**config.mk**
```make
export PLATFORM = sky130hd
export DESIGN_NAME = ppsh_pin_select
export DESIGN_NICKNAME = d
export VERILOG_FILES = /design/src/hw/ppsh_pkg.sv /design/src/hw/ppsh_pin_select.sv /design/src/hw/ppsh_sync.sv
export SDC_FILE = /design/constraint.sdc
export NUM_CORES = 1
export LEC_CHECK = 0
export CORE_MARGIN = 3
export CORE_UTILIZATION = 51
export DETAILED_ROUTE_END_ITERATION = 6
export DONT_BUFFER_PORTS = 1
export PLACE_DENSITY = 0.65
export SYNTH_ARGS = -nofsm -noshare
export SYNTH_HDL_FRONTEND = slang
export SYNTH_HIERARCHICAL = 1
export SYNTH_SLANG_ARGS = --single-unit
```
**constraint.sdc**
```tcl
create_clock -name clk_sys -period 4 [get_ports clk_sys]
set_clock_uncertainty 0.1 [all_clocks]
set_input_delay 0.2 -clock clk_sys [delete_from_list [all_inputs] [get_ports clk_sys]]
set_output_delay 0.2 -clock clk_sys [all_outputs]
set_load 0.01 [all_outputs]
```
**src/hw/ppsh_pkg.sv**
```systemverilog
// Purpose: Constants for the shared parallel-port pin select and bus hold logic
// Assumes: One system clock, synchronous active-high reset
// Notes:   Pin order is twelve, thirteen, fourteen, fifteen on index 0..3
package ppsh_pkg;
  // ==========================================================================
  // Pin indices and counts
  localparam int unsigned NUM_PINS      = 4;
  localparam int unsigned PIN_CKE       = 0;
  localparam int unsigned PIN_SOE3      = 1;
  localparam int unsigned PIN_HOLD      = 2;
  localparam int unsigned PIN_HOLDA     = 3;
  // ==========================================================================
  // Reset and idle values
  localparam logic CKE_RUN_VALUE        = 1'b1;
  localparam logic SOE3_IDLE_VALUE      = 1'b1;
  localparam logic HOLDA_IDLE_VALUE     = 1'b1;
  localparam logic HOLD_ACTIVE_LEVEL    = 1'b0;
  localparam logic MODE_GPIO            = 1'b0;
  localparam logic MODE_MEM             = 1'b1;
  localparam int unsigned SYNC_STAGES   = 3;
  // ==========================================================================
  // Hold handshake states
  typedef enum logic [1:0] {
    PPSH_RUN     = 2'b00,
    PPSH_DRAIN   = 2'b01,
    PPSH_HELD    = 2'b10,
    PPSH_RESUME  = 2'b11
  } ppsh_state_type;
endpackage

```
**src/hw/ppsh_pin_select.sv**
```systemverilog
// Purpose: Boot-time function select of four shared pins and bus hold handshake
// Assumes: Memory controller reports access in progress; pin pads resolve enables
// Notes:   Selection latched on the first enabled edge after reset release
`timescale 1ns/1ps

module ppsh_pin_select (
  input  wire logic                          clk_sys,
  input  wire logic                          rst,
  input  wire logic                          clk_en,
  input  wire logic                          boot_select_pin,
  input  wire logic [ppsh_pkg::NUM_PINS-1:0] shared_pin_in,
  output logic      [ppsh_pkg::NUM_PINS-1:0] shared_pin_out,
  output logic      [ppsh_pkg::NUM_PINS-1:0] shared_pin_oe,
  input  wire logic [ppsh_pkg::NUM_PINS-1:0] gpio_out,
  input  wire logic [ppsh_pkg::NUM_PINS-1:0] gpio_dir_out,
  output logic      [ppsh_pkg::NUM_PINS-1:0] gpio_in,
  input  wire logic                          mem_busy,
  input  wire logic                          sdram_cke_req,
  input  wire logic                          soe3_req,
  output logic                               mem_mode,
  output logic                               mem_bus_release,
  output logic                               bus_hold_active
);
  logic                          in_reset;
  logic                          boot_sample;
  logic                          mode_locked;
  logic [2:0]                    boot_stage;
  logic                          boot_agree;
  logic                          hold_req_sync;
  logic [ppsh_pkg::NUM_PINS-1:0] pin_sync;
  ppsh_pkg::ppsh_state_type      state;
  ppsh_pkg::ppsh_state_type      next_state;

  // ==========================================================================
  // Pin input synchronisers
  genvar gi;
  generate
    for (gi = 0; gi < ppsh_pkg::NUM_PINS; gi++) begin : g_sync
      ppsh_sync #(
        .RESET_VALUE (1'b1)
      ) u_sync (
        .clk_sys  (clk_sys),
        .rst      (rst),
        .clk_en   (clk_en),
        .async_in (shared_pin_in[gi]),
        .sync_out (pin_sync[gi])
      );
    end
  endgenerate

  // Hold request only counts in memory mode
  assign hold_req_sync = mode_locked ? (pin_sync[ppsh_pkg::PIN_HOLD] == ppsh_pkg::HOLD_ACTIVE_LEVEL) : 1'b0;

  // ==========================================================================
  // Boot select capture and lock
  // Strap chain runs through reset so the level is seen while reset is held
  always_ff @(posedge clk_sys) begin
    if (clk_en) begin
      boot_stage <= {boot_stage[1:0], boot_select_pin};
    end
  end

  // A strap change counts once stages two and three agree
  assign boot_agree = (boot_stage[1] == boot_stage[2]);

  // Strap taken on reset cycles where stages two and three agree, reset flag cleared on first enabled edge
  always_ff @(posedge clk_sys) begin
    if (rst) begin
      in_reset    <= 1'b1;
      if (boot_agree) begin
        boot_sample <= boot_stage[2];
      end
    end else if (clk_en) begin
      in_reset    <= 1'b0;
    end
  end

  // Lock on the first enabled edge after release
  always_ff @(posedge clk_sys) begin
    if (rst) begin
      mode_locked <= ppsh_pkg::MODE_GPIO;
    end else if (clk_en && in_reset) begin
      mode_locked <= boot_sample;
    end
  end

  // ==========================================================================
  // Hold handshake next state
  always_comb begin
    next_state = state;
    case (state)
      ppsh_pkg::PPSH_RUN: begin
        if (hold_req_sync) begin
          next_state = ppsh_pkg::PPSH_DRAIN;
        end
      end
      ppsh_pkg::PPSH_DRAIN: begin
        if (!hold_req_sync) begin
          next_state = ppsh_pkg::PPSH_RUN;
        end else if (!mem_busy) begin
          next_state = ppsh_pkg::PPSH_HELD;
        end
      end
      ppsh_pkg::PPSH_HELD: begin
        if (!hold_req_sync) begin
          next_state = ppsh_pkg::PPSH_RESUME;
        end
      end
      ppsh_pkg::PPSH_RESUME: begin
        next_state = ppsh_pkg::PPSH_RUN;
      end
      default: begin
        next_state = ppsh_pkg::PPSH_RUN;
      end
    endcase
  end

  // Bus release is raised in DRAIN exit, before acknowledge
  wire next_release = (next_state == ppsh_pkg::PPSH_HELD);
  wire next_ack     = (state == ppsh_pkg::PPSH_HELD) && mem_bus_release;

  always_ff @(posedge clk_sys) begin
    if (rst) begin
      state           <= ppsh_pkg::PPSH_RUN;
      mem_bus_release <= 1'b0;
      bus_hold_active <= 1'b0;
    end else if (clk_en) begin
      state           <= next_state;
      mem_bus_release <= next_release;
      bus_hold_active <= next_ack && next_release;
    end
  end

  // ==========================================================================
  // Pin drive selection
  wire [ppsh_pkg::NUM_PINS-1:0] mem_out;
  wire [ppsh_pkg::NUM_PINS-1:0] mem_oe;
  assign mem_out[ppsh_pkg::PIN_CKE]   = sdram_cke_req;
  assign mem_out[ppsh_pkg::PIN_SOE3]  = soe3_req;
  assign mem_out[ppsh_pkg::PIN_HOLD]  = 1'b1;
  assign mem_out[ppsh_pkg::PIN_HOLDA] = (next_ack && next_release) ? 1'b0 : ppsh_pkg::HOLDA_IDLE_VALUE;
  assign mem_oe[ppsh_pkg::PIN_CKE]    = !next_release;
  assign mem_oe[ppsh_pkg::PIN_SOE3]   = !next_release;
  assign mem_oe[ppsh_pkg::PIN_HOLD]   = 1'b0;
  assign mem_oe[ppsh_pkg::PIN_HOLDA]  = 1'b1;

  wire [ppsh_pkg::NUM_PINS-1:0] next_out = mode_locked ? mem_out : gpio_out;
  wire [ppsh_pkg::NUM_PINS-1:0] next_oe  = mode_locked ? mem_oe : gpio_dir_out;

  // Outputs float in reset and during the lock cycle
  always_ff @(posedge clk_sys) begin
    if (rst) begin
      shared_pin_out <= {ppsh_pkg::NUM_PINS{1'b1}};
      shared_pin_oe  <= '0;
      gpio_in        <= '0;
      mem_mode       <= ppsh_pkg::MODE_GPIO;
    end else if (clk_en) begin
      shared_pin_out <= next_out;
      shared_pin_oe  <= in_reset ? '0 : next_oe;
      gpio_in        <= pin_sync;
      mem_mode       <= mode_locked;
    end
  end

  // ==========================================================================
  // Checks
  mode_stable_a : assert property (@(posedge clk_sys) disable iff (rst)
    (!in_reset && !$past(in_reset) && $past(!rst)) |-> $stable(mode_locked))
    else $error("function select changed after lock");

  mode_from_boot_a : assert property (@(posedge clk_sys) disable iff (rst)
    ($past(in_reset) && $past(clk_en) && $past(!rst)) |-> (mode_locked == $past(boot_sample)))
    else $error("function select not taken from boot pin");

  gpio_input_a : assert property (@(posedge clk_sys) disable iff (rst)
    ($past(rst) || $past(in_reset)) |-> (shared_pin_oe == '0))
    else $error("pins driven at reset release");

  cke_high_a : assert property (@(posedge clk_sys) disable iff (rst)
    (mem_mode && shared_pin_oe[ppsh_pkg::PIN_CKE] && $past(sdram_cke_req) && $past(clk_en))
      |-> shared_pin_out[ppsh_pkg::PIN_CKE])
    else $error("clock enable not driven high");

  soe3_idle_a : assert property (@(posedge clk_sys) disable iff (rst)
    (mem_mode && shared_pin_oe[ppsh_pkg::PIN_SOE3] && $past(soe3_req) && $past(clk_en))
      |-> shared_pin_out[ppsh_pkg::PIN_SOE3])
    else $error("space-3 output enable not driven high");

  holda_idle_a : assert property (@(posedge clk_sys) disable iff (rst)
    (mem_mode && !bus_hold_active && shared_pin_oe[ppsh_pkg::PIN_HOLDA]) |-> shared_pin_out[ppsh_pkg::PIN_HOLDA])
    else $error("acknowledge not idle high");

  ack_in_hold_a : assert property (@(posedge clk_sys) disable iff (rst)
    bus_hold_active |-> (mem_bus_release && state == ppsh_pkg::PPSH_HELD))
    else $error("acknowledge outside hold state");

  ack_after_float_a : assert property (@(posedge clk_sys) disable iff (rst)
    $rose(bus_hold_active) |-> $past(mem_bus_release))
    else $error("acknowledge before bus float");

  drain_wait_a : assert property (@(posedge clk_sys) disable iff (rst)
    (state == ppsh_pkg::PPSH_DRAIN && mem_busy && clk_en) |=> (state != ppsh_pkg::PPSH_HELD))
    else $error("hold granted during access");

  gpio_no_hold_a : assert property (@(posedge clk_sys) disable iff (rst)
    !mode_locked |-> (state == ppsh_pkg::PPSH_RUN))
    else $error("hold handshake active in general I/O mode");

  float_in_hold_a : assert property (@(posedge clk_sys) disable iff (rst)
    (mem_mode && mem_bus_release) |->
      (!shared_pin_oe[ppsh_pkg::PIN_CKE] && !shared_pin_oe[ppsh_pkg::PIN_SOE3]))
    else $error("memory pins driven during bus release");

  ack_pin_low_a : assert property (@(posedge clk_sys) disable iff (rst)
    (mem_mode && shared_pin_oe[ppsh_pkg::PIN_HOLDA] && !shared_pin_out[ppsh_pkg::PIN_HOLDA])
      |-> bus_hold_active)
    else $error("acknowledge pin low outside hold");
endmodule

```
**src/hw/ppsh_sync.sv**
```systemverilog
// Purpose: Three-stage synchroniser with agreement filter for a pin input
// Assumes: Input is asynchronous to clk_sys
// Notes:   Output changes only once stages two and three agree
`timescale 1ns/1ps
module ppsh_sync #(
  parameter logic RESET_VALUE = 1'b1
) (
  input  wire logic clk_sys,
  input  wire logic rst,
  input  wire logic clk_en,
  input  wire logic async_in,
  output logic      sync_out
);
  logic [2:0] stage;
  wire        agree = (stage[1] == stage[2]);

  // ==========================================================================
  // Shift chain and filtered output
  always_ff @(posedge clk_sys) begin
    if (rst) begin
      stage    <= {3{RESET_VALUE}};
      sync_out <= RESET_VALUE;
    end else if (clk_en) begin
      stage    <= {stage[1:0], async_in};
      if (agree) begin
        sync_out <= stage[2];
      end
    end
  end
endmodule

```
=== Word-level counts from Yosys, hierarchy flattened ===
Index checks and enable logic that the tools add are counted.

* Register bits: 39
* Bits of input ports: 19
* Word-level logic and storage cells: 49

* Equal/unequal tests: 9
* Muxes and demuxes: 10
* Bitwise logic cells: 1
* Reductions and logical operators: 10

{| class="wikitable"
|+ Operators with widths
! kind !! number
|-
| 4-bit two-way mux || 3
|-
| 2-bit AND reduction || 5
|-
| 2-bit two-way mux || 4
|-
| 2-bit case mux with 4 select lines || 1
|-
| 2-bit == test (second input constant) || 3
|-
| 1-bit == test || 5
|-
| 1-bit logical AND || 3
|-
| 2-bit by 1-bit == test with 1-bit output (second input constant) || 1
|-
| 2-bit zero test || 1
|-
| 1-bit two-way mux || 2
|-
| 1-bit zero test || 1
|-
| 1-bit inverter || 1
|}

=== Logic depth before layout (Yosys ltp) ===
Gate-level depths: netlist of run 1.

* Depth after elaboration: 8
* Mapped depth: 5
* Depth with buffers taken out: 4

=== Cells and area by module ===
The synthesis of run 1 kept the hierarchy.

{| class="wikitable"
|+ Modules (own cells, without submodules)
! module !! instances !! cells an instance !! area each (um^2)
|-
| ppsh_pin_select || 1 || 95 || 934.6
|-
| ppsh_sync || 4 || 14 || 148.9
|}

=== Worst setup path before layout of run 1 ===
OpenSTA, ideal clock, no wires.

* Path kind: reg-to-reg
* Start: reg mode_locked
* End: reg shared_pin_oe[0] (netlist name)
* Arrival: 1.387 ns
* Path slack: 2.429 ns
* Cell stages (with the launch flop): 6
* Path buffers: 1
* Cell sequence: dfxtp_1 buf_6 nor2b_4 and2_4 or4_4 o31ai_2

* Word-level cells in the longest chain between the ends: 7
* Elaborated cells on any way between the ends: 9
* Those cells by class: eq/ne (1); mux (7); reduce/logical (1)

{| class="wikitable"
|+ Ends and longest elaborated chain
! item !! RTL line !! RTL
|-
| start: declaration || ppsh_pin_select.sv:26 || <nowiki>logic mode_locked;</nowiki>
|-
| start signal: assignment || ppsh_pin_select.sv:81 || <nowiki>mode_locked <= ppsh_pkg::MODE_GPIO;</nowiki>
|-
| start signal: assignment || ppsh_pin_select.sv:83 || <nowiki>mode_locked <= boot_sample;</nowiki>
|-
| 1-bit two-way mux || ppsh_pin_select.sv:52 || <nowiki>assign hold_req_sync = mode_locked ? (pin_sync[ppsh_pkg::PIN_HOLD] == ppsh_pkg::HOLD_ACTIVE_LEVEL) : 1'b0;</nowiki>
|-
| 2-bit two-way mux (on tied branches) || ppsh_pin_select.sv:105, ppsh_pin_select.sv:93, ppsh_pin_select.sv:98 ||
|-
| 2-bit case mux with 4 select lines || ppsh_pin_select.sv:91 || <nowiki>case (state)</nowiki>
|-
| 2-bit == test || ppsh_pin_select.sv:119 || <nowiki>wire next_release = (next_state == ppsh_pkg::PPSH_HELD);</nowiki>
|-
| 1-bit zero test || ppsh_pin_select.sv:142 || <nowiki>assign mem_oe[ppsh_pkg::PIN_CKE] = !next_release;</nowiki>
|-
| 4-bit two-way mux (*) || ppsh_pin_select.sv:148 || <nowiki>wire [ppsh_pkg::NUM_PINS-1:0] next_oe = mode_locked ? mem_oe : gpio_dir_out;</nowiki>
|-
| 4-bit two-way mux (*) || ppsh_pin_select.sv:159 || <nowiki>shared_pin_oe <= in_reset ? '0 : next_oe;</nowiki>
|-
| end signal: assignment || ppsh_pin_select.sv:159 ||
|-
| end: declaration || ppsh_pin_select.sv:13 || <nowiki>output logic [ppsh_pkg::NUM_PINS-1:0] shared_pin_oe,</nowiki>
|}

Every way passes the cells marked *; elsewhere a longest branch is shown, timed or not.
A chain may end at the register's enable or synchronous reset.

=== Worst setup path after layout of run 1 ===
* Start: in rst
* End: reg boot_sample (enable)

* Word-level cells in the longest chain between the ends: 1

{| class="wikitable"
|+ Ends and longest elaborated chain
! item !! RTL line !! RTL
|-
| start: declaration || ppsh_pin_select.sv:8 || <nowiki>input wire logic rst,</nowiki>
|-
| 2-bit AND reduction (no source line) || - ||
|-
| end signal: assignment || ppsh_pin_select.sv:71 || <nowiki>boot_sample <= boot_stage[2];</nowiki>
|-
| end: declaration || ppsh_pin_select.sv:25 || <nowiki>logic boot_sample;</nowiki>
|}

No other way between the ends.

==> impl_metrics.toml, run 1 <==
[worst_setup_path]
rr_startpoint = "mode_locked$_SDFFE_PP0P_"
reg2reg_setup_slack_ps = 2270
cp_slowest_cell = "dlygate4sd3_1"
path_delay_family = "buffers and inverters"
startpoint_type = "primary input"
crit_path_max_fanout = 32
worstPathRequired_ps = 3960
worstPathArrival_ps = 2060
crit_type = "primary input to register"
reg2reg_depth = 5
critPathMaxStageDelay_ps = 1290
path_cells = "dlygate4sd3_1 > inv_1 > nor2_1"
r2r-end = "shared_pin_out[0]$_SDFFE_PP1P_"
end_kind = "register"
worst-path-buf-inv = 2

[timing]
slew_violations = 0
finalCritPeriodShare = 0.523
post-route-worst-setup-slack_ps = 1910
layout_min_cycle_time_ps = 2090
worst_pin_slew_ps = 1140
setup_viol = 0
whs_ps = 17.7
rsz0062_at_grt = "no"
fin_tns_setup_ps = 0
hold_viol_final = 0
maxSlewHeadroom = 0.236
max_clock_freq_mhz = 478

[final_layout]
final_common_cell = "dfxtp_1"
mostFrequentLayoutCells = "dfxtp_1 (35), a21oi_1 (15), dlygate4sd3_1 (14)"
nNetsFinal = 187
filler_cell_count = 244
design_area_sq_um = 1780
antenna_cells = 0
postLayoutCoreUtil = 0.636
area_delta_synth_final_pct = 16.6
seq_area_sq_um = 821
layout-drive-gt1-share = 0.0828
multi_input_area_sq_um = 676

[clock_network]
cts_tree = "yes"
clockRootBuffer = "clkbuf_4"
clock_path_buffers = 2
numCtsBuffers = 5
clk_latency_ps = 350
h-tree-depth = 2
clk_pin_slew_worst_paths_ps = 110
clock_sinks = 39

[logic_synthesis]
synth-main-ff-cell = "dfxtp_1"
synth_area_sq_um = 1530
syn_nets = 170
async_reset_ff_frac = 0
yosysUniqueCellTypes = 32
yosys_warnings = 6
ys_seq_elements = 39
synth_edf_count = 4
synth_cells = 151
synth.yosys.seq_area_share = 0.536
syn_avg_cell_area_sq_um = 10.1

[global_route]
overflow = 0
grt_pass1_wl_um = 4300
first_global_vias = 1027
grtUsageTotal = 0.164
antenna_found_initial = 0
grt_max_degree = 50

[floorplan]
initial_core_util = 0.545
ios = 34
dieArea_sq_um = 3690
die_h_um = 60.8
die_w_um = 60.8
core.rowCount = 19
core_area_sq_um = 2810

[route]
antenna_left = 0
firstDrtPassIters = 4
wl_per_cell_um = 14.2
drc = 0
drt-vias-per-instance = 5.71
vias = 1142
finalWirelength_um = 2840
drt_iter0_markers = 32

[flow_run]
drv_cap = 0

[placed_design]
port_buffers = 0
hpwlAfterDp_um = 1670
gp_congestion = 0.707
dp_slack_ps = 2330
postPlaceCellArea_sq_um = 1540

[worst_hold_path]
min_path_type = "primary input to register"
hp-start = "gpio_out[1]"
min_delay_worst_endpoint = "shared_pin_out[1]$_SDFFE_PP1P_"
holdPathStages = 4

[pwr]
max-vdd-ir-drop_mv = 0.298
power.density_nw_per_um2 = 418
p_leak_uw = 0.000713

[status]
status = "finished, final reports clean"
-- Yosys cell counts (2+ instances only) --
library cell | number | area, sq um
o21ai_0 | 3 | 15.0
nand3_1 | 5 | 25.0
a21o_1 | 2 | 15.0
nor2b_1 | 13 | 81.3
nand2_1 | 11 | 41.3
nand2b_1 | 5 | 31.3
dfxtp_1 | 35 | 701
a21oi_1 | 15 | 75.1
o31ai_2 | 2 | 25.0
clkbuf_1 | 3 | 11.3
mux2i_1 | 7 | 70.1
o21bai_1 | 4 | 30.0
edfxtp_1 | 4 | 120
nor2_1 | 12 | 45.0
a211o_1 | 13 | 114
-- layer usage --
metal,global-route usage,wire length (um),vias up
met5,0,0,-
met4,0.0650,40,0
met3,0.0830,226,4
met2,0.287,1430,37
met1,0.164,1140,527
li1,-,-,574
-- how the worst max path moves through the flow --
| stage | to | depth (start not counted) | slack, ps | startpoint |
|---|---|---|---|---|
| 5_1_grt | boot_sample$_DFFE_PP_ | 3 | 1780 | rst |
| 6_report | boot_sample$_DFFE_PP_ | 3 | 1910 | rst |
| 4_1_cts | boot_sample$_DFFE_PP_ | 3 | 1920 | rst |
| 3_3_place_gp | shared_pin_oe[0]$_SDFFE_PP0P_ | 4 | 2370 | mode_locked$_SDFFE_PP0P_ |
| 3_5_place_dp | shared_pin_oe[0]$_SDFFE_PP0P_ | 4 | 2330 | mode_locked$_SDFFE_PP0P_ |
| 2_1_floorplan | shared_pin_oe[0]$_SDFFE_PP0P_ | 5 | 2430 | mode_locked$_SDFFE_PP0P_ |
-- through the flow --
| step | power, uW | cells |
|---|---|---|
| global route | 785 | 200 |
| global placement | 479 | 177 |
| CTS | 756 | 200 |
| detailed placement | 482 | 177 |
| floorplan | 480 | 151 |
| finish | 745 | 200 |
-- sequential cells by signal (all words and copies together) (netlist names), 2 cells and up --
name                    count
gpio_in                     4
state                       2
g_sync.u_sync/sync_out      4
shared_pin_oe               4
g_sync.u_sync/stage        12
boot_stage                  3
shared_pin_out              4
-- kinds of logic (layout without fill, tap and decap cells) --
kind of cell           Yosys count  after routing  synth area share
XOR/XNOR                         2              2            0.0114
AO/OA/AOI/OAI                   42             42             0.195
AND/OR/NAND/NOR                 54             54             0.190
flip-flops                      39             39             0.536
buffers and inverters            7             25            0.0221
multiplexers                     7              7            0.0458
-- cell type report --
cell class | instances | share of cell area
clock buffer | 7 | 0.0428
clock inverter | 1 | 0.00281
inverter | 2 | 0.00421
multi-input combinational | 105 | 0.379
sequential | 39 | 0.460
tap | 31 | 0.0217
timing repair buffer | 15 | 0.0898
-- worst reg2reg max path, delay by kind of cell, from the launching register on --
| family | cells | cell delay, ps |
|---|---|---|
| AO/OA/AOI/OAI | 1 | 70 |
| buffers and inverters | 1 | 560 |
| flip-flops | 1 | 570 |
| multiplexers | 1 | 220 |
| AND/OR/NAND/NOR | 2 | 110 |
-- power by group --
| part | switching [uW] | internal, uW |
|---|---|---|
| combinational | 29.2 | 35.2 |
| clock | 124 | 123 |
| sequential | 18.0 | 416 |
-- what timing repair did --
action,in CTS,in global routing
endpoints found under the hold margin,39,0
setup buffers,0,0
hold buffers,15,0
gates resized for setup,0,0
setup endpoints to repair,0,0
Power figures use the tool's default switching activity.
==> run 2: changes to the inputs <==
--- a/config.mk
+++ b/config.mk
@@ -9,7 +9,7 @@
 export CORE_UTILIZATION = 51
 export DETAILED_ROUTE_END_ITERATION = 6
 export DONT_BUFFER_PORTS = 1
-export PLACE_DENSITY = 0.65
+export PLACE_DENSITY = 0.68
 export SYNTH_ARGS = -nofsm -noshare
 export SYNTH_HDL_FRONTEND = slang
 export SYNTH_HIERARCHICAL = 1
==> constraint.sdc (replaced) <==
create_clock -name clk_sys -period 1.87 [get_ports clk_sys]
set_clock_uncertainty 0.1 [all_clocks]
set_input_delay 0.0935 -clock clk_sys [delete_from_list [all_inputs] [get_ports clk_sys]]
set_output_delay 0.0935 -clock clk_sys [all_outputs]
set_load 0.01 [all_outputs]
==> run 2 against run 1 <==
Against the previous run:
- non-clock buffer count up 11
- final cell count grew 5.5%
- count of clock-buffer cells in the layout stayed put
- core utilization grew 4.5 points
- flip-flop and latch count did not move
- via count rose by 3.2%
- worst setup slack worse by 1800 ps
- register-to-register slack worse by 2100 ps
- routed wire length grew 5.6%
- clock power grew to 2.5 times the previous value
==> impl_metrics.toml, run 2 (synthesis gave the netlist of run 1 again) <==
[clock_network]
clockRootBuffer = "clkbuf_4"
h-tree-depth = 2
clk_pin_slew_worst_paths_ps = 110
clock_sinks = 39
clock_path_buffers = 2
clk_latency_ps = 320
cts_tree = "yes"
numCtsBuffers = 5

[global_route]
antenna_found_initial = 0
grtUsageTotal = 0.169
grt_max_degree = 50
grt_pass1_wl_um = 4710
first_global_vias = 1135
overflow = 0

[route]
drt-vias-per-instance = 5.58
wl_per_cell_um = 14.2
drt_iter0_markers = 51
firstDrtPassIters = 4
drc = 0
antenna_left = 0
finalWirelength_um = 3000
vias = 1178

[timing]
layout_min_cycle_time_ps = 1740
worst_pin_slew_ps = 972
setup_viol = 0
fin_tns_setup_ps = 0
post-route-worst-setup-slack_ps = 125
hold_viol_final = 0
maxSlewHeadroom = 0.352
rsz0062_at_grt = "no"
finalCritPeriodShare = 0.933
max_clock_freq_mhz = 573
whs_ps = 22.6
slew_violations = 0

[floorplan]
dieArea_sq_um = 3690
core_area_sq_um = 2810
ios = 34
core.rowCount = 19
die_w_um = 60.8
die_h_um = 60.8
initial_core_util = 0.545

[final_layout]
largest_reg_flops = 12
mostFrequentLayoutCells = "dfxtp_1 (35), dlygate4sd3_1 (23), a21oi_1 (15)"
top_register = "g_sync.u_sync/stage"
design_area_sq_um = 1910
final_common_cell = "dfxtp_1"
postLayoutCoreUtil = 0.681
antenna_cells = 0
area_delta_synth_final_pct = 24.8
layout-drive-gt1-share = 0.0778
nNetsFinal = 198

[pwr]
max-vdd-ir-drop_mv = 0.621
p_int_uw = 1340
p_leak_uw = 0.000786
clkPwrFrac = 0.365
pwr-share-comb = 0.092
netSwitchingFraction = 0.212
p_sw_uw = 361
power.density_nw_per_um2 = 892
pwr-share-seq = 0.544

[placed_design]
postPlaceCellArea_sq_um = 1550
hpwlAfterDp_um = 1640
gp_congestion = 0.758
port_buffers = 0
dp_slack_ps = 308

[worst_setup_path]
crit_path_max_fanout = 9
crit_type = "register to register"
worstPathArrival_ps = 1910
end_kind = "register"
worstPathRequired_ps = 2030
startpoint_type = "register"

[flow_run]
drv_cap = 0

[worst_hold_path]
min_path_type = "primary input to register"

[status]
status = "finished, final reports clean"
==> run 2: cell count changes in the layout (fill, tap and decap cells not counted), sizes merged <==
cell,change
buf,+1
bufinv,+1
clkinv,-1
dlygate4sd3,+9
dlymetal6s4s,+1
==> run 2: final cells by class <==
class,count,area [sq um]
clock buffer,7,66.3
clock inverter,1,30.0
fill,241,896
inverter,2,7.51
multi-input combinational,105,676
sequential,39,821
tap,31,38.8
timing repair buffer,26,270
==> run 2: metal layers <==
metal,up-vias,track usage,wire [um]
met5,-,0,0
li1,592,-,-
met2,39,0.310,1460
met1,542,0.184,1260
met3,5,0.0532,237
met4,0,0.0557,38
==> run 2: per-stage QoR <==
step / instances / total power (uW)
after floorplan: 151 / 1030
after global placement: 178 / 1030
after detailed placement: 178 / 1030
after CTS: 211 / 1720
after global routing: 211 / 1770
final: 211 / 1700
==> run 2: what timing repair did <==
action | CTS | global route
endpoints found under the setup margin | 0 | 4
endpoints found under the hold margin | 39 | 0
hold buffers | 25 | 0
gates resized for setup | 0 | 1
buffers inserted | 0 | 0
==> run 2: power groups by stage <==
stage / sequential, uW / combinational, uW / clock, uW
final: 926 / 156 / 621
after global routing: 933 / 173 / 667
after CTS: 926 / 153 / 643
after detailed placement: 945 / 87.3 / 0
after global placement: 943 / 84.6 / 0
after floorplan: 937 / 89.9 / 0
==> run 2: worst paths after layout <==
kind                                               start                       endpoint  slack [ps]  cells past startpoint
worst min register to register   boot_stage[0]$_DFFE_PP_        boot_stage[1]$_DFFE_PP_         340                      0
worst min-delay path                              clk_en       mode_locked$_SDFFE_PP0P_          20                      3
worst max-delay path            mode_locked$_SDFFE_PP0P_  shared_pin_oe[2]$_SDFFE_PP0P_         130                      6
worst max register to register  mode_locked$_SDFFE_PP0P_  shared_pin_oe[2]$_SDFFE_PP0P_         130                      6
==> run 2: worst max-delay path, stage by stage, from the launching register on <==
cell and delay (ps):
dfxtp_1 330, buf_4 170, nand2b_1 160, nor3b_1 210, dlygate4sd3_1 580, a21oi_1 40, nor2_1 80
==> run 3: changes to the inputs <==
--- a/config.mk
+++ b/config.mk
@@ -5,7 +5,7 @@
 export SDC_FILE = /design/constraint.sdc
 export NUM_CORES = 1
 export LEC_CHECK = 0
-export CORE_MARGIN = 3
+export CORE_MARGIN = 2
 export CORE_UTILIZATION = 51
 export DETAILED_ROUTE_END_ITERATION = 6
 export DONT_BUFFER_PORTS = 1
==> run 3 against run 2 <==
Against the previous run:
- the flow now finishes with violations (design-rule violations)
- first-iteration DRC count shrank 12%
- critical path depth is the same
- final cell count did not move
- die area down 6.5%
- flip-flop and latch count unchanged
- via count down 0.34%
- non-clock buffer count did not move
- critical path type unchanged
- largest power group unchanged
==> impl_metrics.toml, run 3 (synthesis gave the netlist of run 1 again) <==
[clock_network]
h-tree-depth = 2
cts_tree = "yes"
clk_latency_ps = 330
clk_pin_slew_worst_paths_ps = 110
cts_setup_buffers = 0
clock_path_buffers = 2
numCtsBuffers = 5
clock_sinks = 39
clockRootBuffer = "clkbuf_4"

[final_layout]
top_register = "g_sync.u_sync/stage"
design_area_sq_um = 1880
nNetsFinal = 198
largest_reg_flops = 12
layout-drive-gt1-share = 0.0778
mostFrequentLayoutCells = "dfxtp_1 (35), dlygate4sd3_1 (23), a21oi_1 (15)"
final_common_cell = "dfxtp_1"
area_delta_synth_final_pct = 23.0
antenna_cells = 0

[worst_setup_path]
worst-path-stages = 6
path_common_cell = "nand2_1"
cp_slowest_cell = "dlygate4sd3_1"
worstPathRequired_ps = 1990
end_kind = "register"
crit_path_max_fanout = 9
path_cells = "buf_4 > mux2i_1 > dlygate4sd3_1 > nand2_1 > o21ai_0 > nand2_1"
crit_type = "register to register"
startpoint_type = "register"
worst-path-buf-inv = 2
reg2reg_depth = 6
worstPathArrival_ps = 1810
path_delay_family = "buffers and inverters"
critPathMaxStageDelay_ps = 560

[route]
drc = 5
drt-vias-per-instance = 5.56
firstDrtPassIters = 6
antenna_left = 0
finalWirelength_um = 3030
drt_iter0_markers = 45
vias = 1174
wl_per_cell_um = 14.4

[timing]
worst_pin_slew_ps = 964
slew_violations = 0
setup_viol = 0
whs_ps = 16.9
fin_tns_setup_ps = 0
layout_min_cycle_time_ps = 1680
post-route-worst-setup-slack_ps = 185
maxSlewHeadroom = 0.357
finalCritPeriodShare = 0.901
max_clock_freq_mhz = 594
rsz0062_at_grt = "no"
hold_viol_final = 0

[pwr]
max-vdd-ir-drop_mv = 0.676
power.density_nw_per_um2 = 826
p_leak_uw = 0.000774
total_power_uw = 1550

[global_route]
antenna_found_initial = 0
grt_pass1_wl_um = 4810
grt_max_degree = 50
grtUsageTotal = 0.188
overflow = 0
first_global_vias = 1132

[floorplan]
die_w_um = 58.8
core_area_sq_um = 2810
dieArea_sq_um = 3450
core.rowCount = 19
die_h_um = 58.8
initial_core_util = 0.545
ios = 34

[status]
status = "finished, violations left"
violations = "design-rule violations"

[flow_run]
drv_cap = 0

[worst_hold_path]
holdPathStages = 3
min_path_type = "primary input to register"

[placed_design]
port_buffers = 0
gp_congestion = 0.762
postPlaceCellArea_sq_um = 1550
hpwlAfterDp_um = 1650
dp_slack_ps = 340
run 3: worst reg2reg max path: stages, from the launching register on:
cell and delay [ps]:
dfxtp_1 350, buf_4 180, mux2i_1 180, dlygate4sd3_1 560, nand2_1 50, o21ai_0 90
nand2_1 70
run 3: timing repair:
action                                  CTS  global route
hold buffers                             24             1
hold endpoints to repair                 39             3
gates resized for setup                   0             1
endpoints found under the setup margin    0             4
run 3: power breakdown:
group | internal (uW) | total, uW | switching [uW]
Sequential | 890 | 925 | 35.9
Combinational | 88.8 | 156 | 67.0
Clock | 221 | 473 | 251
Total | 1200 | 1550 | 354
run 3: path summary, 6_finish.rpt:
kind / start / endpoint / slack [ps]
max: mode_locked$_SDFFE_PP0P_ / shared_pin_out[1]$_SDFFE_PP1P_ / 190
min: clk_en / bus_hold_active$_SDFFE_PP0P_ / 20
max reg2reg: mode_locked$_SDFFE_PP0P_ / shared_pin_out[1]$_SDFFE_PP1P_ / 190
min reg2reg: boot_stage[0]$_DFFE_PP_ / boot_stage[1]$_DFFE_PP_ / 340
run 3: metrics by stage:
stage / std cells / utilization
floorplan: 151 / -
global placement: 178 / 0.553
detailed placement: 178 / 0.553
CTS: 210 / 0.666
global route: 211 / 0.671
finish: 211 / 0.671
run 3: layer usage:
| metal | GRT usage | routed length, um | part of all wire |
|---|---|---|---|
| met5 | 0 | 0 | 0 |
| met4 | 0.0779 | 16 | 0.0053 |
| met3 | 0.0681 | 240 | 0.079 |
| met2 | 0.332 | 1510 | 0.50 |
| met1 | 0.201 | 1260 | 0.42 |
run 3: layout make-up:
class | instances | area (sq um)
Fill cell | 224 | 923
Sequential cell | 39 | 821
Multi-Input combinational cell | 105 | 676
Timing Repair Buffer | 26 | 270
Clock buffer | 8 | 68.8
Tap cell | 31 | 38.8
Inverter | 2 | 7.51
